### src/rtl/unused_placeholder_none.sv
`timescale 1ns/10ps
`default_nettype none
`default_nettype wire

### src/rtl/ddc_pkg.sv
/*
 Constants for the two-channel downconversion control block:
 register offsets, field positions, masks, reset values and codes.
 Assumes an 8-bit register port with byte-wide registers.
*/
package ddc_pkg;
	localparam int REG_W = 8;
	localparam int NCO_W = 32;
	localparam int NCO_BYTES = 4;
	localparam int CHANS = 2;

	localparam logic [7:0] OFS_ROUTE = 8'h24;
	localparam logic [7:0] OFS_DECIM = 8'h25;
	localparam logic [7:0] OFS_MIXER = 8'h26;
	localparam logic [7:0] OFS_NCO_A = 8'h2A;
	localparam logic [7:0] OFS_NCO_B = 8'h31;

	localparam logic [7:0] RST_ROUTE = 8'h00;
	localparam logic [7:0] RST_DECIM = 8'h00;
	localparam logic [7:0] RST_MIXER = 8'h00;
	localparam logic [7:0] RST_NCO = 8'h00;

	// Writable bits; the rest read back as zero
	localparam logic [7:0] MASK_ROUTE = 8'h3E;
	localparam logic [7:0] MASK_DECIM = 8'hF9;
	localparam logic [7:0] MASK_MIXER = 8'hFF;

	localparam int ROUTE_AVG_BIT = 5;
	localparam int ROUTE_SEL_LO = 3;
	localparam int ROUTE_FEAT_BIT = 2;
	localparam int ROUTE_EN_BIT = 1;
	localparam int DECIM_SWEN_BIT = 7;
	localparam int DECIM_RATIO_LO = 4;
	localparam int DECIM_REAL_BIT = 3;
	localparam int DECIM_INV_BIT = 0;
	localparam int MIX_GAIN_A_LO = 6;
	localparam int PHASE_RESET_CHAN_A_BIT = 5;
	localparam int MIX_FS4_A_BIT = 4;
	localparam int MIX_GAIN_B_LO = 2;
	localparam int PHASE_RESET_CHAN_B_BIT = 1;
	localparam int MIX_FS4_B_BIT = 0;

	localparam logic [1:0] SRC_STRAIGHT = 2'h0;
	localparam logic [1:0] SRC_ALL_A = 2'h1;
	localparam logic [1:0] SRC_ALL_B = 2'h2;
	localparam logic [1:0] SRC_AVERAGE = 2'h3;

	localparam logic [1:0] GAIN_NONE = 2'h0;
	localparam logic [1:0] GAIN_3DB = 2'h1;
	localparam logic [1:0] GAIN_6DB = 2'h2;

	localparam logic [2:0] RATIO_MAX = 3'h5;

	// Mixer coefficients in units of 1/256; 3 dB gain is x*181/128
	localparam logic signed [9:0] COEF_ONE = 10'sh100;
	localparam logic signed [9:0] COEF_ROOT = 10'sh0B5;
	localparam int COEF_SHIFT = 8;
	localparam int GAIN_SHIFT = 7;
endpackage

### src/rtl/ddc_channel_path.sv
/*
 One filter path: oscillator, mixer, quarter-rate rotation, gain,
 block-average decimator and the feature-path bypass.
 Assumes samples and controls arrive on sys_clk from registered logic.
*/
`timescale 1ns/10ps
`default_nettype none
module ddc_channel_path #(
	parameter int IN_W = 14
) (
	// Clock and reset
	input wire logic sys_clk,
	input wire logic arst_n,
	// Sample in
	input wire logic signed [IN_W-1:0] sample_in,
	input wire logic sample_valid,
	// Controls
	input wire logic feature_en,
	input wire logic downconverter_enable,
	input wire logic real_mode,
	input wire logic phase_invert,
	input wire logic quarter_mix,
	input wire logic [1:0] gain_code,
	input wire logic [2:0] ratio_code,
	input wire logic phase_reset_pulse,
	input wire logic [ddc_pkg::NCO_W-1:0] freq_word,
	// Result
	output logic signed [IN_W+2:0] out_i,
	output logic signed [IN_W+2:0] out_q,
	output logic out_valid
);
	localparam int MIX_W = IN_W + 2;
	localparam int GAIN_W = IN_W + 3;
	localparam int ACC_W = GAIN_W + 5;
	localparam int PROD_W = IN_W + 10;
	localparam int GP_W = MIX_W + 10;

	function automatic logic signed [9:0] cos_coef(input logic [2:0] k);
		case (k)
			3'h0: cos_coef = ddc_pkg::COEF_ONE;
			3'h1, 3'h7: cos_coef = ddc_pkg::COEF_ROOT;
			3'h2, 3'h6: cos_coef = 10'sh000;
			3'h3, 3'h5: cos_coef = -ddc_pkg::COEF_ROOT;
			default: cos_coef = -ddc_pkg::COEF_ONE;
		endcase
	endfunction

	function automatic logic signed [GAIN_W-1:0] apply_gain(input logic signed [MIX_W-1:0] v,
			input logic [1:0] code);
		logic signed [GP_W-1:0] p;
		p = GP_W'(v) * GP_W'(ddc_pkg::COEF_ROOT);
		case (code)
			ddc_pkg::GAIN_3DB: apply_gain = GAIN_W'(p >>> ddc_pkg::GAIN_SHIFT);
			ddc_pkg::GAIN_6DB: apply_gain = GAIN_W'(v) <<< 1;
			default: apply_gain = GAIN_W'(v);
		endcase
	endfunction

	logic [ddc_pkg::NCO_W-1:0] phase_r, nco_word_r;
	logic [1:0] quarter_r;
	logic signed [ACC_W-1:0] acc_i_r, acc_q_r;
	logic [5:0] count_r;
	logic [4:0] cfg_prev_r;
	logic signed [GAIN_W-1:0] out_i_r, out_q_r;
	logic out_valid_r;

	// Phase is coarse, eight steps per turn: exact at quarter rate
	wire [2:0] raw_idx = phase_r[ddc_pkg::NCO_W-1 -: 3];
	wire [2:0] cos_idx = phase_invert ? 3'(3'h0 - raw_idx) : raw_idx;
	wire [2:0] sin_idx = 3'(cos_idx - 3'h2);
	wire signed [PROD_W-1:0] prod_i = PROD_W'(sample_in) * PROD_W'(cos_coef(cos_idx));
	wire signed [PROD_W-1:0] prod_q = PROD_W'(sample_in) * PROD_W'(cos_coef(sin_idx));
	wire signed [MIX_W-1:0] mix_i = MIX_W'(prod_i >>> ddc_pkg::COEF_SHIFT);
	wire signed [MIX_W-1:0] mix_q = MIX_W'(-(prod_q >>> ddc_pkg::COEF_SHIFT));
	logic signed [MIX_W-1:0] rot_i, rot_q;
	always_comb begin
		rot_i = mix_i;
		rot_q = mix_q;
		if (quarter_mix) begin
			case (quarter_r)
				2'h1: begin rot_i = mix_q; rot_q = -mix_i; end
				2'h2: begin rot_i = -mix_i; rot_q = -mix_q; end
				2'h3: begin rot_i = -mix_q; rot_q = mix_i; end
				default: begin rot_i = mix_i; rot_q = mix_q; end
			endcase
		end
	end
	// Real mode: low-pass only, no mixer and so no mixer gain
	wire signed [GAIN_W-1:0] feed_i = real_mode ? GAIN_W'(sample_in) : apply_gain(rot_i, gain_code);
	wire signed [GAIN_W-1:0] feed_q = real_mode ? '0 : apply_gain(rot_q, gain_code);
	wire filter_on = feature_en && downconverter_enable;
	wire [4:0] cfg_now = {filter_on, real_mode, ratio_code};
	wire cfg_change = cfg_now != cfg_prev_r;
	wire [2:0] ratio_eff = (ratio_code > ddc_pkg::RATIO_MAX) ? 3'h0 : ratio_code;
	wire [5:0] block_len = 6'(6'h01 << ratio_eff);
	wire signed [ACC_W-1:0] sum_i = acc_i_r + ACC_W'(feed_i);
	wire signed [ACC_W-1:0] sum_q = acc_q_r + ACC_W'(feed_q);

	always_ff @(posedge sys_clk or negedge arst_n) begin
		if (!arst_n) begin
			phase_r <= '0;
			nco_word_r <= '0;
			quarter_r <= 2'h0;
		end else if (phase_reset_pulse) begin
			phase_r <= '0;
			nco_word_r <= freq_word;
			quarter_r <= 2'h0;
		end else if (sample_valid) begin
			phase_r <= phase_r + nco_word_r;
			quarter_r <= quarter_r + 2'h1;
		end
	end

	// A change of filter enable, real mode or ratio restarts the block so no stale partial sum leaks out
	always_ff @(posedge sys_clk or negedge arst_n) begin
		if (!arst_n) begin
			acc_i_r <= '0;
			acc_q_r <= '0;
			count_r <= 6'h00;
			cfg_prev_r <= 5'h00;
			out_i_r <= '0;
			out_q_r <= '0;
			out_valid_r <= 1'b0;
		end else begin
			out_valid_r <= 1'b0;
			cfg_prev_r <= cfg_now;
			if (cfg_change) begin
				acc_i_r <= '0;
				acc_q_r <= '0;
				count_r <= 6'h00;
			end else if (sample_valid && !filter_on) begin
				out_i_r <= GAIN_W'(sample_in);
				out_q_r <= '0;
				out_valid_r <= 1'b1;
			end else if (sample_valid && count_r >= block_len - 6'h01) begin
				out_i_r <= GAIN_W'(sum_i >>> ratio_eff);
				out_q_r <= GAIN_W'(sum_q >>> ratio_eff);
				out_valid_r <= 1'b1;
				acc_i_r <= '0;
				acc_q_r <= '0;
				count_r <= 6'h00;
			end else if (sample_valid) begin
				acc_i_r <= sum_i;
				acc_q_r <= sum_q;
				count_r <= count_r + 6'h01;
			end
		end
	end
	assign out_i = out_i_r;
	assign out_q = out_q_r;
	assign out_valid = out_valid_r;

	logic [6:0] hc_cnt_r;
	logic hc_ok_r;
	always_ff @(posedge sys_clk or negedge arst_n) begin
		if (!arst_n) begin
			hc_cnt_r <= 7'h00;
			hc_ok_r <= 1'b0;
		end else begin
			if (out_valid_r)
				hc_cnt_r <= sample_valid ? 7'h01 : 7'h00;
			else if (sample_valid)
				hc_cnt_r <= hc_cnt_r + 7'h01;
			hc_ok_r <= cfg_change ? 1'b0 : (out_valid_r | hc_ok_r);
		end
	end

	chk_decim_rate: assert property (@(posedge sys_clk) disable iff (!arst_n)
		out_valid_r && hc_ok_r && filter_on |-> hc_cnt_r == 7'(block_len))
		else $error("decimated output spacing wrong");
	chk_bypass_path: assert property (@(posedge sys_clk) disable iff (!arst_n)
		sample_valid && !feature_en && !cfg_change
		|=> out_valid_r && out_i_r == GAIN_W'($past(sample_in)) && out_q_r == '0)
		else $error("feature bypass not direct");
	chk_phase_reload: assert property (@(posedge sys_clk) disable iff (!arst_n)
		phase_reset_pulse |=> phase_r == '0 && nco_word_r == $past(freq_word))
		else $error("phase reset did not reload");
	chk_gain_double: assert property (@(posedge sys_clk) disable iff (!arst_n)
		sample_valid && filter_on && !real_mode && !quarter_mix && !cfg_change
		&& ratio_code == 3'h0 && gain_code == ddc_pkg::GAIN_6DB && phase_r == '0
		&& nco_word_r == '0 && !phase_reset_pulse
		|=> out_valid_r && out_i_r == (GAIN_W'($past(sample_in)) <<< 1))
		else $error("6 dB gain wrong");
endmodule
`default_nettype wire

### src/rtl/dual_channel_downconverter_config.sv
/*
 Register file and routing for the two-channel downconversion stage,
 with two filter path instances behind a source switch.
 Assumes samples on sys_clk from the converter cores and a register
 master that keeps strobes one cycle long and never both at once.
*/
// The plain strobed port was left to the implementer.
`timescale 1ns/10ps
`default_nettype none
// Summary of operation
// Average enable forms (A+B)/2; clear means no averaging.
// Software enables the source switch and selects code 11 for averaging.
// Averaging also needs the decimation filter on and feature path set; the code gates it only on average enable, switch enable and code 11.
// Source code 00 routes A to path A and B to path B.
// Code 01 feeds A to both paths; code 10 feeds B to both.
// Code 11 feeds the averaged samples to both paths.
// Source code acts only while switch enable is set; else straight.
// Feature path select clear bypasses feature block; set passes through it.
// Downconverter enable turns the decimation filter on for both channels.
// Ratio field: bypass, 2, 4, 8, 16, 32; other codes unused.
// Real output bit selects real low-pass decimation without mixing.
// In real mode software should set oscillator frequency to zero.
// Phase invert bit negates oscillator phase in the mixer.
// Channel A gain field adds none, 3 dB or 6 dB.
// Channel B gain field uses the same gain encoding.
// Toggling channel A phase reset resets phase, loads new word.
// Toggling channel B phase reset resets phase, loads new word.
// Channel A quarter-rate mixing bit enables fs/4 mixing in path A.
// Channel B quarter-rate mixing bit enables fs/4 mixing in path B.
// Each oscillator is tuned by a 32-bit frequency word.
// Unused bits are written zero and read back as zero.
// Decimating by N gives one output per N inputs, with valid.
module dual_channel_downconverter_config #(
	parameter int IN_W = 14
) (
	// Clock and reset
	input wire logic sys_clk,
	input wire logic arst_n,
	// Register port
	input wire logic [7:0] reg_addr,
	input wire logic [7:0] reg_wdata,
	input wire logic reg_wr,
	input wire logic reg_rd,
	output logic [7:0] reg_rdata,
	// Converter samples
	input wire logic signed [IN_W-1:0] sample_a,
	input wire logic signed [IN_W-1:0] sample_b,
	input wire logic sample_valid,
	// Path A result
	output logic signed [IN_W+2:0] out_i_a,
	output logic signed [IN_W+2:0] out_q_a,
	output logic out_valid_a,
	// Path B result
	output logic signed [IN_W+2:0] out_i_b,
	output logic signed [IN_W+2:0] out_q_b,
	output logic out_valid_b
);
	localparam int OUT_W = IN_W + 3;
	localparam int NB = ddc_pkg::CHANS * ddc_pkg::NCO_BYTES;

	initial begin
		if (IN_W < 8 || IN_W > 24)
			$error("IN_W must lie between 8 and 24");
	end

	// Control registers
	logic [7:0] path_routing_control_r;
	logic [7:0] decimation_control_r;
	logic [7:0] mixer_control_r;
	logic [7:0] nco_byte_r [0:NB-1];
	logic [7:0] reg_rdata_r;
	logic [1:0] res_prev_r;
	logic [1:0] res_pulse_r;

	// Address decode
	wire hit_route = reg_addr == ddc_pkg::OFS_ROUTE;
	wire hit_decim = reg_addr == ddc_pkg::OFS_DECIM;
	wire hit_mixer = reg_addr == ddc_pkg::OFS_MIXER;
	wire hit_nco_a = reg_addr >= ddc_pkg::OFS_NCO_A
		&& reg_addr < ddc_pkg::OFS_NCO_A + 8'h04;
	wire hit_nco_b = reg_addr >= ddc_pkg::OFS_NCO_B
		&& reg_addr < ddc_pkg::OFS_NCO_B + 8'h04;
	wire [7:0] ofs_in_a = reg_addr - ddc_pkg::OFS_NCO_A;
	wire [7:0] ofs_in_b = reg_addr - ddc_pkg::OFS_NCO_B;
	logic [2:0] nco_idx;
	logic nco_hit;
	always_comb begin
		nco_idx = 3'h0;
		nco_hit = 1'b0;
		if (hit_nco_a) begin
			nco_idx = {1'b0, ofs_in_a[1:0]};
			nco_hit = 1'b1;
		end else if (hit_nco_b) begin
			nco_idx = {1'b1, ofs_in_b[1:0]};
			nco_hit = 1'b1;
		end
	end

	// Masked writes keep the unused positions at zero
	always_ff @(posedge sys_clk or negedge arst_n) begin
		if (!arst_n) begin
			path_routing_control_r <= ddc_pkg::RST_ROUTE;
			decimation_control_r <= ddc_pkg::RST_DECIM;
			mixer_control_r <= ddc_pkg::RST_MIXER;
		end else if (reg_wr) begin
			if (hit_route)
				path_routing_control_r <= reg_wdata & ddc_pkg::MASK_ROUTE;
			else if (hit_decim)
				decimation_control_r <= reg_wdata & ddc_pkg::MASK_DECIM;
			else if (hit_mixer)
				mixer_control_r <= reg_wdata & ddc_pkg::MASK_MIXER;
		end
	end

	// Frequency words, byte 0 at the lowest address
	genvar gi;
	generate
		for (gi = 0; gi < NB; gi++) begin : g_nco
			always_ff @(posedge sys_clk or negedge arst_n) begin
				if (!arst_n)
					nco_byte_r[gi] <= ddc_pkg::RST_NCO;
				else if (reg_wr && nco_hit && nco_idx == 3'(gi))
					nco_byte_r[gi] <= reg_wdata;
			end
		end
	endgenerate

	// Read mux; data stand only in the cycle after the strobe
	logic [7:0] rd_mux;
	always_comb begin
		if (hit_route)
			rd_mux = path_routing_control_r;
		else if (hit_decim)
			rd_mux = decimation_control_r;
		else if (hit_mixer)
			rd_mux = mixer_control_r;
		else if (nco_hit)
			rd_mux = nco_byte_r[nco_idx];
		else
			rd_mux = 8'h00;
	end
	always_ff @(posedge sys_clk or negedge arst_n) begin
		if (!arst_n)
			reg_rdata_r <= 8'h00;
		else
			reg_rdata_r <= reg_rd ? rd_mux : 8'h00;
	end
	assign reg_rdata = reg_rdata_r;

	// Phase reset bits act on any change, in either direction
	wire [1:0] res_now = {mixer_control_r[ddc_pkg::PHASE_RESET_CHAN_B_BIT],
		mixer_control_r[ddc_pkg::PHASE_RESET_CHAN_A_BIT]};
	always_ff @(posedge sys_clk or negedge arst_n) begin
		if (!arst_n) begin
			res_prev_r <= 2'h0;
			res_pulse_r <= 2'h0;
		end else begin
			res_prev_r <= res_now;
			res_pulse_r <= res_now ^ res_prev_r;
		end
	end

	// Field extraction
	wire avg_en = path_routing_control_r[ddc_pkg::ROUTE_AVG_BIT];
	wire [1:0] src_sel = path_routing_control_r[ddc_pkg::ROUTE_SEL_LO +: 2];
	wire feature_en = path_routing_control_r[ddc_pkg::ROUTE_FEAT_BIT];
	wire downconverter_enable = path_routing_control_r[ddc_pkg::ROUTE_EN_BIT];
	wire switch_en = decimation_control_r[ddc_pkg::DECIM_SWEN_BIT];
	wire [2:0] ratio_code = decimation_control_r[ddc_pkg::DECIM_RATIO_LO +: 3];
	wire real_mode = decimation_control_r[ddc_pkg::DECIM_REAL_BIT];
	wire phase_invert = decimation_control_r[ddc_pkg::DECIM_INV_BIT];
	wire [1:0] gain_code [0:1];
	wire quarter_mix [0:1];
	assign gain_code[0] = mixer_control_r[ddc_pkg::MIX_GAIN_A_LO +: 2];
	assign gain_code[1] = mixer_control_r[ddc_pkg::MIX_GAIN_B_LO +: 2];
	// Quarter-rate mixing is meaningful only in complex decimation
	assign quarter_mix[0] = mixer_control_r[ddc_pkg::MIX_FS4_A_BIT] && !real_mode;
	assign quarter_mix[1] = mixer_control_r[ddc_pkg::MIX_FS4_B_BIT] && !real_mode;
	wire [ddc_pkg::NCO_W-1:0] freq_word [0:1];
	assign freq_word[0] = {nco_byte_r[3], nco_byte_r[2], nco_byte_r[1], nco_byte_r[0]};
	assign freq_word[1] = {nco_byte_r[7], nco_byte_r[6], nco_byte_r[5], nco_byte_r[4]};

	// Source switch; averaging needs both its enable and code 11
	wire signed [IN_W:0] pair_sum = (IN_W+1)'(sample_a) + (IN_W+1)'(sample_b);
	wire signed [IN_W-1:0] avg_sample = IN_W'(pair_sum >>> 1);
	wire [1:0] src_eff = switch_en ? src_sel : ddc_pkg::SRC_STRAIGHT;
	wire use_avg = src_eff == ddc_pkg::SRC_AVERAGE && avg_en;
	logic signed [IN_W-1:0] path_in [0:1];
	always_comb begin
		path_in[0] = sample_a;
		path_in[1] = sample_b;
		if (use_avg) begin
			path_in[0] = avg_sample;
			path_in[1] = avg_sample;
		end else if (src_eff == ddc_pkg::SRC_ALL_A) begin
			path_in[1] = sample_a;
		end else if (src_eff == ddc_pkg::SRC_ALL_B) begin
			path_in[0] = sample_b;
		end
	end

	// Filter paths
	wire signed [OUT_W-1:0] res_i [0:1];
	wire signed [OUT_W-1:0] res_q [0:1];
	wire res_valid [0:1];
	generate
		for (gi = 0; gi < ddc_pkg::CHANS; gi++) begin : g_path
			ddc_channel_path #(
				.IN_W(IN_W)
			) u_path (
				.sys_clk(sys_clk),
				.arst_n(arst_n),
				.sample_in(path_in[gi]),
				.sample_valid(sample_valid),
				.feature_en(feature_en),
				.downconverter_enable(downconverter_enable),
				.real_mode(real_mode),
				.phase_invert(phase_invert),
				.quarter_mix(quarter_mix[gi]),
				.gain_code(gain_code[gi]),
				.ratio_code(ratio_code),
				.phase_reset_pulse(res_pulse_r[gi]),
				.freq_word(freq_word[gi]),
				.out_i(res_i[gi]),
				.out_q(res_q[gi]),
				.out_valid(res_valid[gi])
			);
		end
	endgenerate
	assign out_i_a = res_i[0];
	assign out_q_a = res_q[0];
	assign out_valid_a = res_valid[0];
	assign out_i_b = res_i[1];
	assign out_q_b = res_q[1];
	assign out_valid_b = res_valid[1];

	// Checks on routing, register answers and toggle detection
	chk_route_straight: assert property (@(posedge sys_clk) disable iff (!arst_n)
		!switch_en || src_sel == ddc_pkg::SRC_STRAIGHT
		|-> path_in[0] == sample_a && path_in[1] == sample_b)
		else $error("straight routing broken");
	chk_route_single: assert property (@(posedge sys_clk) disable iff (!arst_n)
		switch_en && src_sel == ddc_pkg::SRC_ALL_A
		|-> path_in[0] == sample_a && path_in[1] == sample_a)
		else $error("converter A not on both paths");
	chk_route_avg: assert property (@(posedge sys_clk) disable iff (!arst_n)
		switch_en && src_sel == ddc_pkg::SRC_AVERAGE && avg_en
		|-> path_in[0] == IN_W'(pair_sum >>> 1) && path_in[1] == path_in[0])
		else $error("average routing wrong");
	chk_read_reserved: assert property (@(posedge sys_clk) disable iff (!arst_n)
		reg_rd && hit_route |=> reg_rdata[7:6] == 2'h0 && reg_rdata[0] == 1'b0)
		else $error("reserved bits read nonzero");
	chk_read_timing: assert property (@(posedge sys_clk) disable iff (!arst_n)
		reg_rd && hit_decim |=> reg_rdata == $past(decimation_control_r)
		##1 (reg_rdata == 8'h00 || $past(reg_rd)))
		else $error("read data timing wrong");
	chk_phase_toggle: assert property (@(posedge sys_clk) disable iff (!arst_n)
		reg_wr && hit_mixer && ((reg_wdata ^ mixer_control_r) & 8'h22) != 8'h00
		|=> ##1 res_pulse_r == $past(res_now ^ res_prev_r) && res_pulse_r != 2'h0)
		else $error("phase reset toggle missed");
endmodule
`default_nettype wire

### config.mk
export PLATFORM = sky130hd
export DESIGN_NAME = dual_channel_downconverter_config
export DESIGN_NICKNAME = d
export VERILOG_FILES = /design/src/rtl/unused_placeholder_none.sv /design/src/rtl/ddc_pkg.sv /design/src/rtl/ddc_channel_path.sv /design/src/rtl/dual_channel_downconverter_config.sv
export SDC_FILE = /design/constraint.sdc
export NUM_CORES = 2
export LEC_CHECK = 0
export ABC_AREA = 0
export BUFFER_PORTS_ARGS = -buffer_cell sky130_fd_sc_hd__buf_2
export CORE_MARGIN = 2
export CORE_UTILIZATION = 65
export DETAILED_ROUTE_END_ITERATION = 16
export GPL_TIMING_DRIVEN = 1
export PLACE_DENSITY = 0.82
export SLEW_MARGIN = 20
export SYNTH_ARGS = -nofsm -noshare
export SYNTH_HDL_FRONTEND = slang
export SYNTH_SLANG_ARGS = --single-unit
### constraint.sdc
create_clock -name sys_clk -period 24.2 [get_ports sys_clk]
set_clock_uncertainty 0.15 [all_clocks]
set_input_delay 2.42 -clock sys_clk [delete_from_list [all_inputs] [get_ports sys_clk]]
set_output_delay 2.42 -clock sys_clk [all_outputs]
set_load 0.05 [all_outputs]
# After elaboration in Yosys (flattened, before gate mapping)
# Cells that the tools add are included.
# op_classes
bitwise,5
eq_ne,49
addsub,24
reduce_logical,50
order_cmp,8
shift,5
multipliers,8
mux,86
# op_table
operator,n
22-bit two-way mux,16
17-bit two-way mux,12
16-bit one-hot mux with 3 select lines,4
10-bit one-hot mux with 4 select lines,4
17-bit one-hot mux with 2 select lines,4
32-bit two-way mux,4
14-bit by 10-bit multiplier with 24-bit output,4
"16-bit by 9-bit multiplier with 24-bit output, second input constant",4
16-bit negator,6
22-bit by 17-bit adder with 22-bit output,4
22-bit by 3-bit >>> shifter with 17-bit output,4
32-bit adder,2
16-bit two-way mux,4
8-bit two-way mux,7
"3-bit equality test, second input constant",16
6-bit two-way mux,8
14-bit two-way mux,3
"3-bit by 2-bit equality test with 1-bit output, second input constant",10
28-bit two-way mux,1
8-bit binary-select mux with 3-bit select,1
"8-bit by 6-bit equality test with 1-bit output, second input constant",3
2-bit OR reduction,12
1-bit logical AND,18
"2-bit equality test, second input constant",8
other kinds (31),76
# totals
reg_bits,402

# Depth between registers and ports, before layout
# depth
word_depth,19
mapped_depth,84

# Modules after synthesis
# From an unflattened synthesis, not the netlist that was laid out.
# unflattened
cells_unflattened,6991
area_unflattened_um2,62194.6
# modules_own_cells
mod,cells_per_inst,area_per_inst_um2,n_inst
ddc_channel_path (g_path[1].u_path),3236,28275.9,1
ddc_channel_path (g_path[0].u_path),3220,28184.5,1
dual_channel_downconverter_config,535,5734.2,1

# Least setup slack after synthesis
# Ideal clock, no wire load.
# synth_path
kind,input to register
startpoint,input sample_a[0]
endpoint,register g_path[1].u_path.out_i_r[16]
setup_slack_ps,5301
setup_time_ps,117
cell_stages,73
arrival_ps,18632
path_buffers,1
cell_sequence,and2_1 -> fa_1 -> a21o_1 -> a21oi_1 -> o21bai_1 -> a21oi_1 -> o21bai_1 -> a21oi_1 -> o21bai_1 -> a21oi_1 -> o21bai_1 -> a21oi_1 -> o21ai_0 -> a21oi_1 -> nand2_1 -> inv_1 -> nand2_1 -> inv_1 -> [... 37 more ...] -> nand2b_1 -> a21oi_1 -> xnor2_1 -> a221oi_1 -> o31ai_1 -> ha_1 -> and3_1 -> a31oi_1 -> a211o_1 -> a211oi_1 -> nor2_1 -> a211oi_1 -> nor3_1 -> or3b_2 -> or4_1 -> nor3_1 -> a2111o_1 -> nor2_1
# synth_via
elab_chain_len,14
# synth_lines
item,line_no,source
from (decl),dual_channel_downconverter_config.sv:46,"input wire logic signed [IN_W-1:0] sample_a,"
14-bit by 14-bit adder with 15-bit output / 14-bit two-way mux (equally long branches),"dual_channel_downconverter_config.sv:184, dual_channel_downconverter_config.sv:195",
28-bit two-way mux (*),dual_channel_downconverter_config.sv:192,if (use_avg) begin
14-bit by 10-bit multiplier with 24-bit output,ddc_channel_path.sv:72,wire signed [PROD_W-1:0] prod_q = PROD_W'(sample_in) * PROD_W'(cos_coef(sin_idx));
16-bit negator,ddc_channel_path.sv:74,wire signed [MIX_W-1:0] mix_q = MIX_W'(-(prod_q >>> ddc_pkg::COEF_SHIFT));
16-bit negator,ddc_channel_path.sv:83,2'h3: begin rot_i = -mix_q; rot_q = mix_i; end
16-bit one-hot mux with 3 select lines,ddc_channel_path.sv:80,case (quarter_r)
16-bit two-way mux,ddc_channel_path.sv:79,if (quarter_mix) begin
16-bit by 9-bit multiplier with 24-bit output,ddc_channel_path.sv:51,p = GP_W'(v) * GP_W'(ddc_pkg::COEF_ROOT);
17-bit one-hot mux with 2 select lines,ddc_channel_path.sv:52,case (code)
17-bit two-way mux,ddc_channel_path.sv:89,"wire signed [GAIN_W-1:0] feed_i = real_mode ? GAIN_W'(sample_in) : apply_gain(rot_i, gain_code);"
22-bit by 17-bit adder with 22-bit output,ddc_channel_path.sv:96,wire signed [ACC_W-1:0] sum_i = acc_i_r + ACC_W'(feed_i);
22-bit by 3-bit >>> shifter with 17-bit output,ddc_channel_path.sv:136,out_i_r <= GAIN_W'(sum_i >>> ratio_eff);
17-bit two-way mux,ddc_channel_path.sv:135,end else if (sample_valid && count_r >= block_len - 6'h01) begin
17-bit two-way mux (*),ddc_channel_path.sv:131,end else if (sample_valid && !filter_on) begin
to (signal assigned),ddc_channel_path.sv:132,out_i_r <= GAIN_W'(sample_in);
to (signal assigned),ddc_channel_path.sv:136,
to (decl),ddc_channel_path.sv:64,"logic signed [GAIN_W-1:0] out_i_r, out_q_r;"
# Mark *: on every way between the ends. The rest lies on a longest branch, timed or not. The select of a mux whose other input is x is not followed.
# A chain may end at the register's enable or synchronous reset.

# Worst setup path after layout
# Ends and elaborated chain as after synthesis.

==> flow_metrics.env <==
export IMPL_initial_core_util_pct=65.5
export IMPL_fillers=7522
export IMPL_cts_num_sinks=402
export IMPL_fmax_mhz=47.2
export IMPL_die_h_um=313
export IMPL_p_per_area_nw_per_um2=93.2
export IMPL_place_hpwl_um=144000
export IMPL_synth_top_flop_cell="dfrtp_1"
export IMPL_p_leak_nw=34.7
export IMPL_design_core_area_um2=94700
export IMPL_worstPathRequired_ns=24.56
export IMPL_setup_viol=0
export IMPL_relSlewSlack_pct=18.7
export IMPL_antenna_left=0
export IMPL_grtUsageTotal_pct=37.2
export IMPL_drc_errors=0
export IMPL_avgSynthCellArea_um2=8.60
export IMPL_slowest_delay_ns=0.84
export IMPL_cts_setup_buffers=0
export IMPL_period_minus_slack_ns=21.17
export IMPL_n_antenna_cell=0
export IMPL_worstSetupEndpointType="flop"
export IMPL_grt_pass1_wl_um=290000
export IMPL_grt_max_degree=111
export IMPL_synthCells=7214
export IMPL_netlist_area_um2=62000
export IMPL_place_congestion=0.995
export IMPL_cts_buffer_depth=3
export IMPL_grt_antenna_before_repair=6
export IMPL_hold_viol=0
export IMPL_clk_latency_ns=0.61
export IMPL_async_reset_ff_share_pct=100
export IMPL_cts_resized=0
export IMPL_cap_viol_max_count=0
export IMPL_htreeDepth=2
export IMPL_ir_worst_vdd_v=0.000216
export IMPL_final_nets=8583
export IMPL_io_pins=127
export IMPL_rows=113
export IMPL_tns_ns=0
export IMPL_hold_path_depth=1
export IMPL_firstDrtPassIters=6
export IMPL_cts_inserted_buffers=46
export IMPL_ys_types=112
export IMPL_wl_per_cell_um=21.3
export IMPL_synth_edf_count=0
export IMPL_hold_path_class="reg2reg"
export IMPL_synth_seq_cells=402
export IMPL_die_area_um2=97900
export IMPL_drt_iter0_drc=5134
export IMPL_cpMaxStageDelayCell="a211oi_1"
export IMPL_postLayoutCoreUtil_pct=69.4
export IMPL_num_vias=53730
export IMPL_path_class="in2reg"
export IMPL_hold_buffers=0
export IMPL_drive_gt1_share_pct=7.88
export IMPL_cts_tree="done"
export IMPL_grt_overflow=0
export IMPL_cp_arrival_ns=21.53
export IMPL_tightest_slew_ns=1.21
export IMPL_routed_wl_um=182000
export IMPL_portBuffers=126
export IMPL_critPathLaunchType="input port"
export IMPL_chipWidth_um=313
export IMPL_rsz0062_at_grt="no"
export IMPL_routed_via_density=6.31
export IMPL_cp_max_fo=6
export IMPL_yosysSeqAreaShare_pct=16.2
export IMPL_slew_viol_final=0
export IMPL_grt_pass1_vias=53342
export IMPL_outcome="finished, final reports clean"
export IMPL_worstRegToRegCells=65
export IMPL_clkTransAtPathRegs_ns=0.07
export IMPL_fin_crit_sh_pct=87.5
export IMPL_cts_root_buf="clkbuf_16"
export IMPL_area_growth_pct=5.97
export IMPL_yosys_warnings=0
==> through the flow <==
step	instance area [um^2]	setup slack [ns]	power, W	hold WS, ns	cells
3_3_place_gp	64000	3.33	0.00511	0.266	8437
2_1_floorplan	62000	5.30	0.00425	0.202	7215
3_5_place_dp	64000	2.83	0.00526	0.276	8437
5_1_grt	65700	1.75	0.00675	0.305	8521
4_1_cts	65700	3.42	0.00607	0.288	8521
6_report	65700	3.03	0.00612	0.286	8521
==> layout make-up <==
type                    instances  area, um^2  share of cell area, %
inverters                    1161        4360                   6.63
clock inverters                22         338                  0.514
repair buffers                221        1360                   2.07
well taps                    1265        1580                   2.41
flip-flops and latches        402       10100                   15.3
multi-input cells            5388       46700                   71.1
clock buffers                  62        1300                   1.98
==> cell usage after synthesis (40+ instances only) <==
master / count / area, um^2
mux2_2: 152 / 1710
fa_1: 611 / 12200
ha_1: 703 / 8800
nor2b_1: 53 / 332
o21bai_1: 49 / 368
nor3_1: 129 / 646
nand2_1: 590 / 2210
a22o_1: 100 / 876
nand2b_1: 71 / 444
or3_1: 52 / 325
or2_2: 46 / 288
a211oi_1: 71 / 533
a221oi_1: 72 / 631
inv_1: 1157 / 4340
a22oi_1: 41 / 308
nand3_1: 96 / 480
o21a_1: 40 / 300
a21o_1: 86 / 646
xor2_1: 108 / 946
xnor2_1: 247 / 2160
mux2i_1: 142 / 1420
a31oi_1: 45 / 282
and3_1: 65 / 407
clkbuf_1: 227 / 852
nor2_1: 570 / 2140
and2_1: 57 / 357
a21oi_1: 383 / 1920
o21ai_0: 325 / 1630
dfrtp_1: 402 / 10100
==> power breakdown <==
part / leakage [nW] / switching, W / internal, W
Clock: 0.791 / 0.000320 / 0.000456
Sequential: 5.45 / 0.0000760 / 0.000736
Combinational: 28.5 / 0.00272 / 0.00182
Total: 34.7 / 0.00311 / 0.00301
==> worst paths after layout <==
| kind | from | slack [ns] | end |
|---|---|---|---|
| hold / removal | res_prev_r[0]$_DFF_PN0_ | 0.29 | res_pulse_r[0]$_DFF_PN0_ |
| hold reg to reg | res_prev_r[0]$_DFF_PN0_ | 0.29 | res_pulse_r[0]$_DFF_PN0_ |
| max in group asynchronous | arst_n | 20.46 | decimation_control_r[5]$_DFFE_PN0P_ |
| setup / recovery | sample_a[0] | 3.03 | g_path[1].u_path.out_i[16]$_DFFE_PN0P_ |
| min in group asynchronous | arst_n | 1.72 | g_path[1].u_path.out_q[13]$_DFFE_PN0P_ |
| setup reg to reg | path_routing_control_r[4]$_DFFE_PN0P_ | 4.99 | g_path[0].u_path.out_q[13]$_DFFE_PN0P_ |
==> kinds of logic after synthesis <==
group / Yosys count / synth area share, %
simple gates: 1862 / 14.0
compound gates: 1557 / 17.0
buf+inv: 1425 / 8.65
fa+ha+maj: 1314 / 33.9
flops: 402 / 16.2
xor+xnor: 357 / 5.08
mux: 296 / 5.11
other cells: 1 / 0.00605
==> cells in the final DEF, fill, tap and decap left out, types with 49 or more instances in the layout <==
master	count
inv_1	1156
ha_1	703
fa_1	611
nand2_1	588
nor2_1	568
dfrtp_1	397
a21oi_1	381
o21ai_0	319
xnor2_1	244
mux2_2	152
mux2i_1	142
nor3_1	125
buf_2	124
xor2_1	107
a22o_1	100
buf_4	95
nand3_1	94
a21o_1	86
a221oi_1	72
nand2b_1	71
a211oi_1	71
and3_1	65
and2_1	57
nor2b_1	53
or3_1	52
o21bai_1	49
==> critical path, delay by kind of cell <==
kind	cells	cell delay, ns
and+or+nand+nor	22	5.01
xor gates and xnor gates	2	0.30
buffers and inverters	10	0.95
adders and majority gates	13	5.69
AOI/OAI and AO/OA	23	7.12
==> layer usage <==
layer  share of wire [%]  vias up  global-route usage (%)  routed length [um]
met5               0.013        -                       0                  23
met4                 4.5        4                    14.6                8110
met3                  11      486                    8.78               19300
met2                  44     2592                    57.8               80800
met1                  40    26145                    50.5               73400
li1                    -    24503                       -                   -
==> registers in the layout, indices dropped and copies added (netlist names) <==
signal / cells
g_path.u_path.acc_i_r: 44
freq_word: 64
g_path.u_path.count_r: 12
reg_rdata: 8
mixer_control_r: 8
g_path.u_path.phase_r: 64
g_path.u_path.out_i: 34
res_pulse_r: 2
g_path.u_path.cfg_prev_r: 5
g_path.u_path.out_valid: 2
g_path.u_path.out_q: 34
res_prev_r: 2
g_path.u_path.nco_word_r: 64
g_path.u_path.acc_q_r: 44
decimation_control_r: 6
g_path.u_path.quarter_r: 4
path_routing_control_r: 5
No activity file was read; power rests on OpenSTA's default activity.
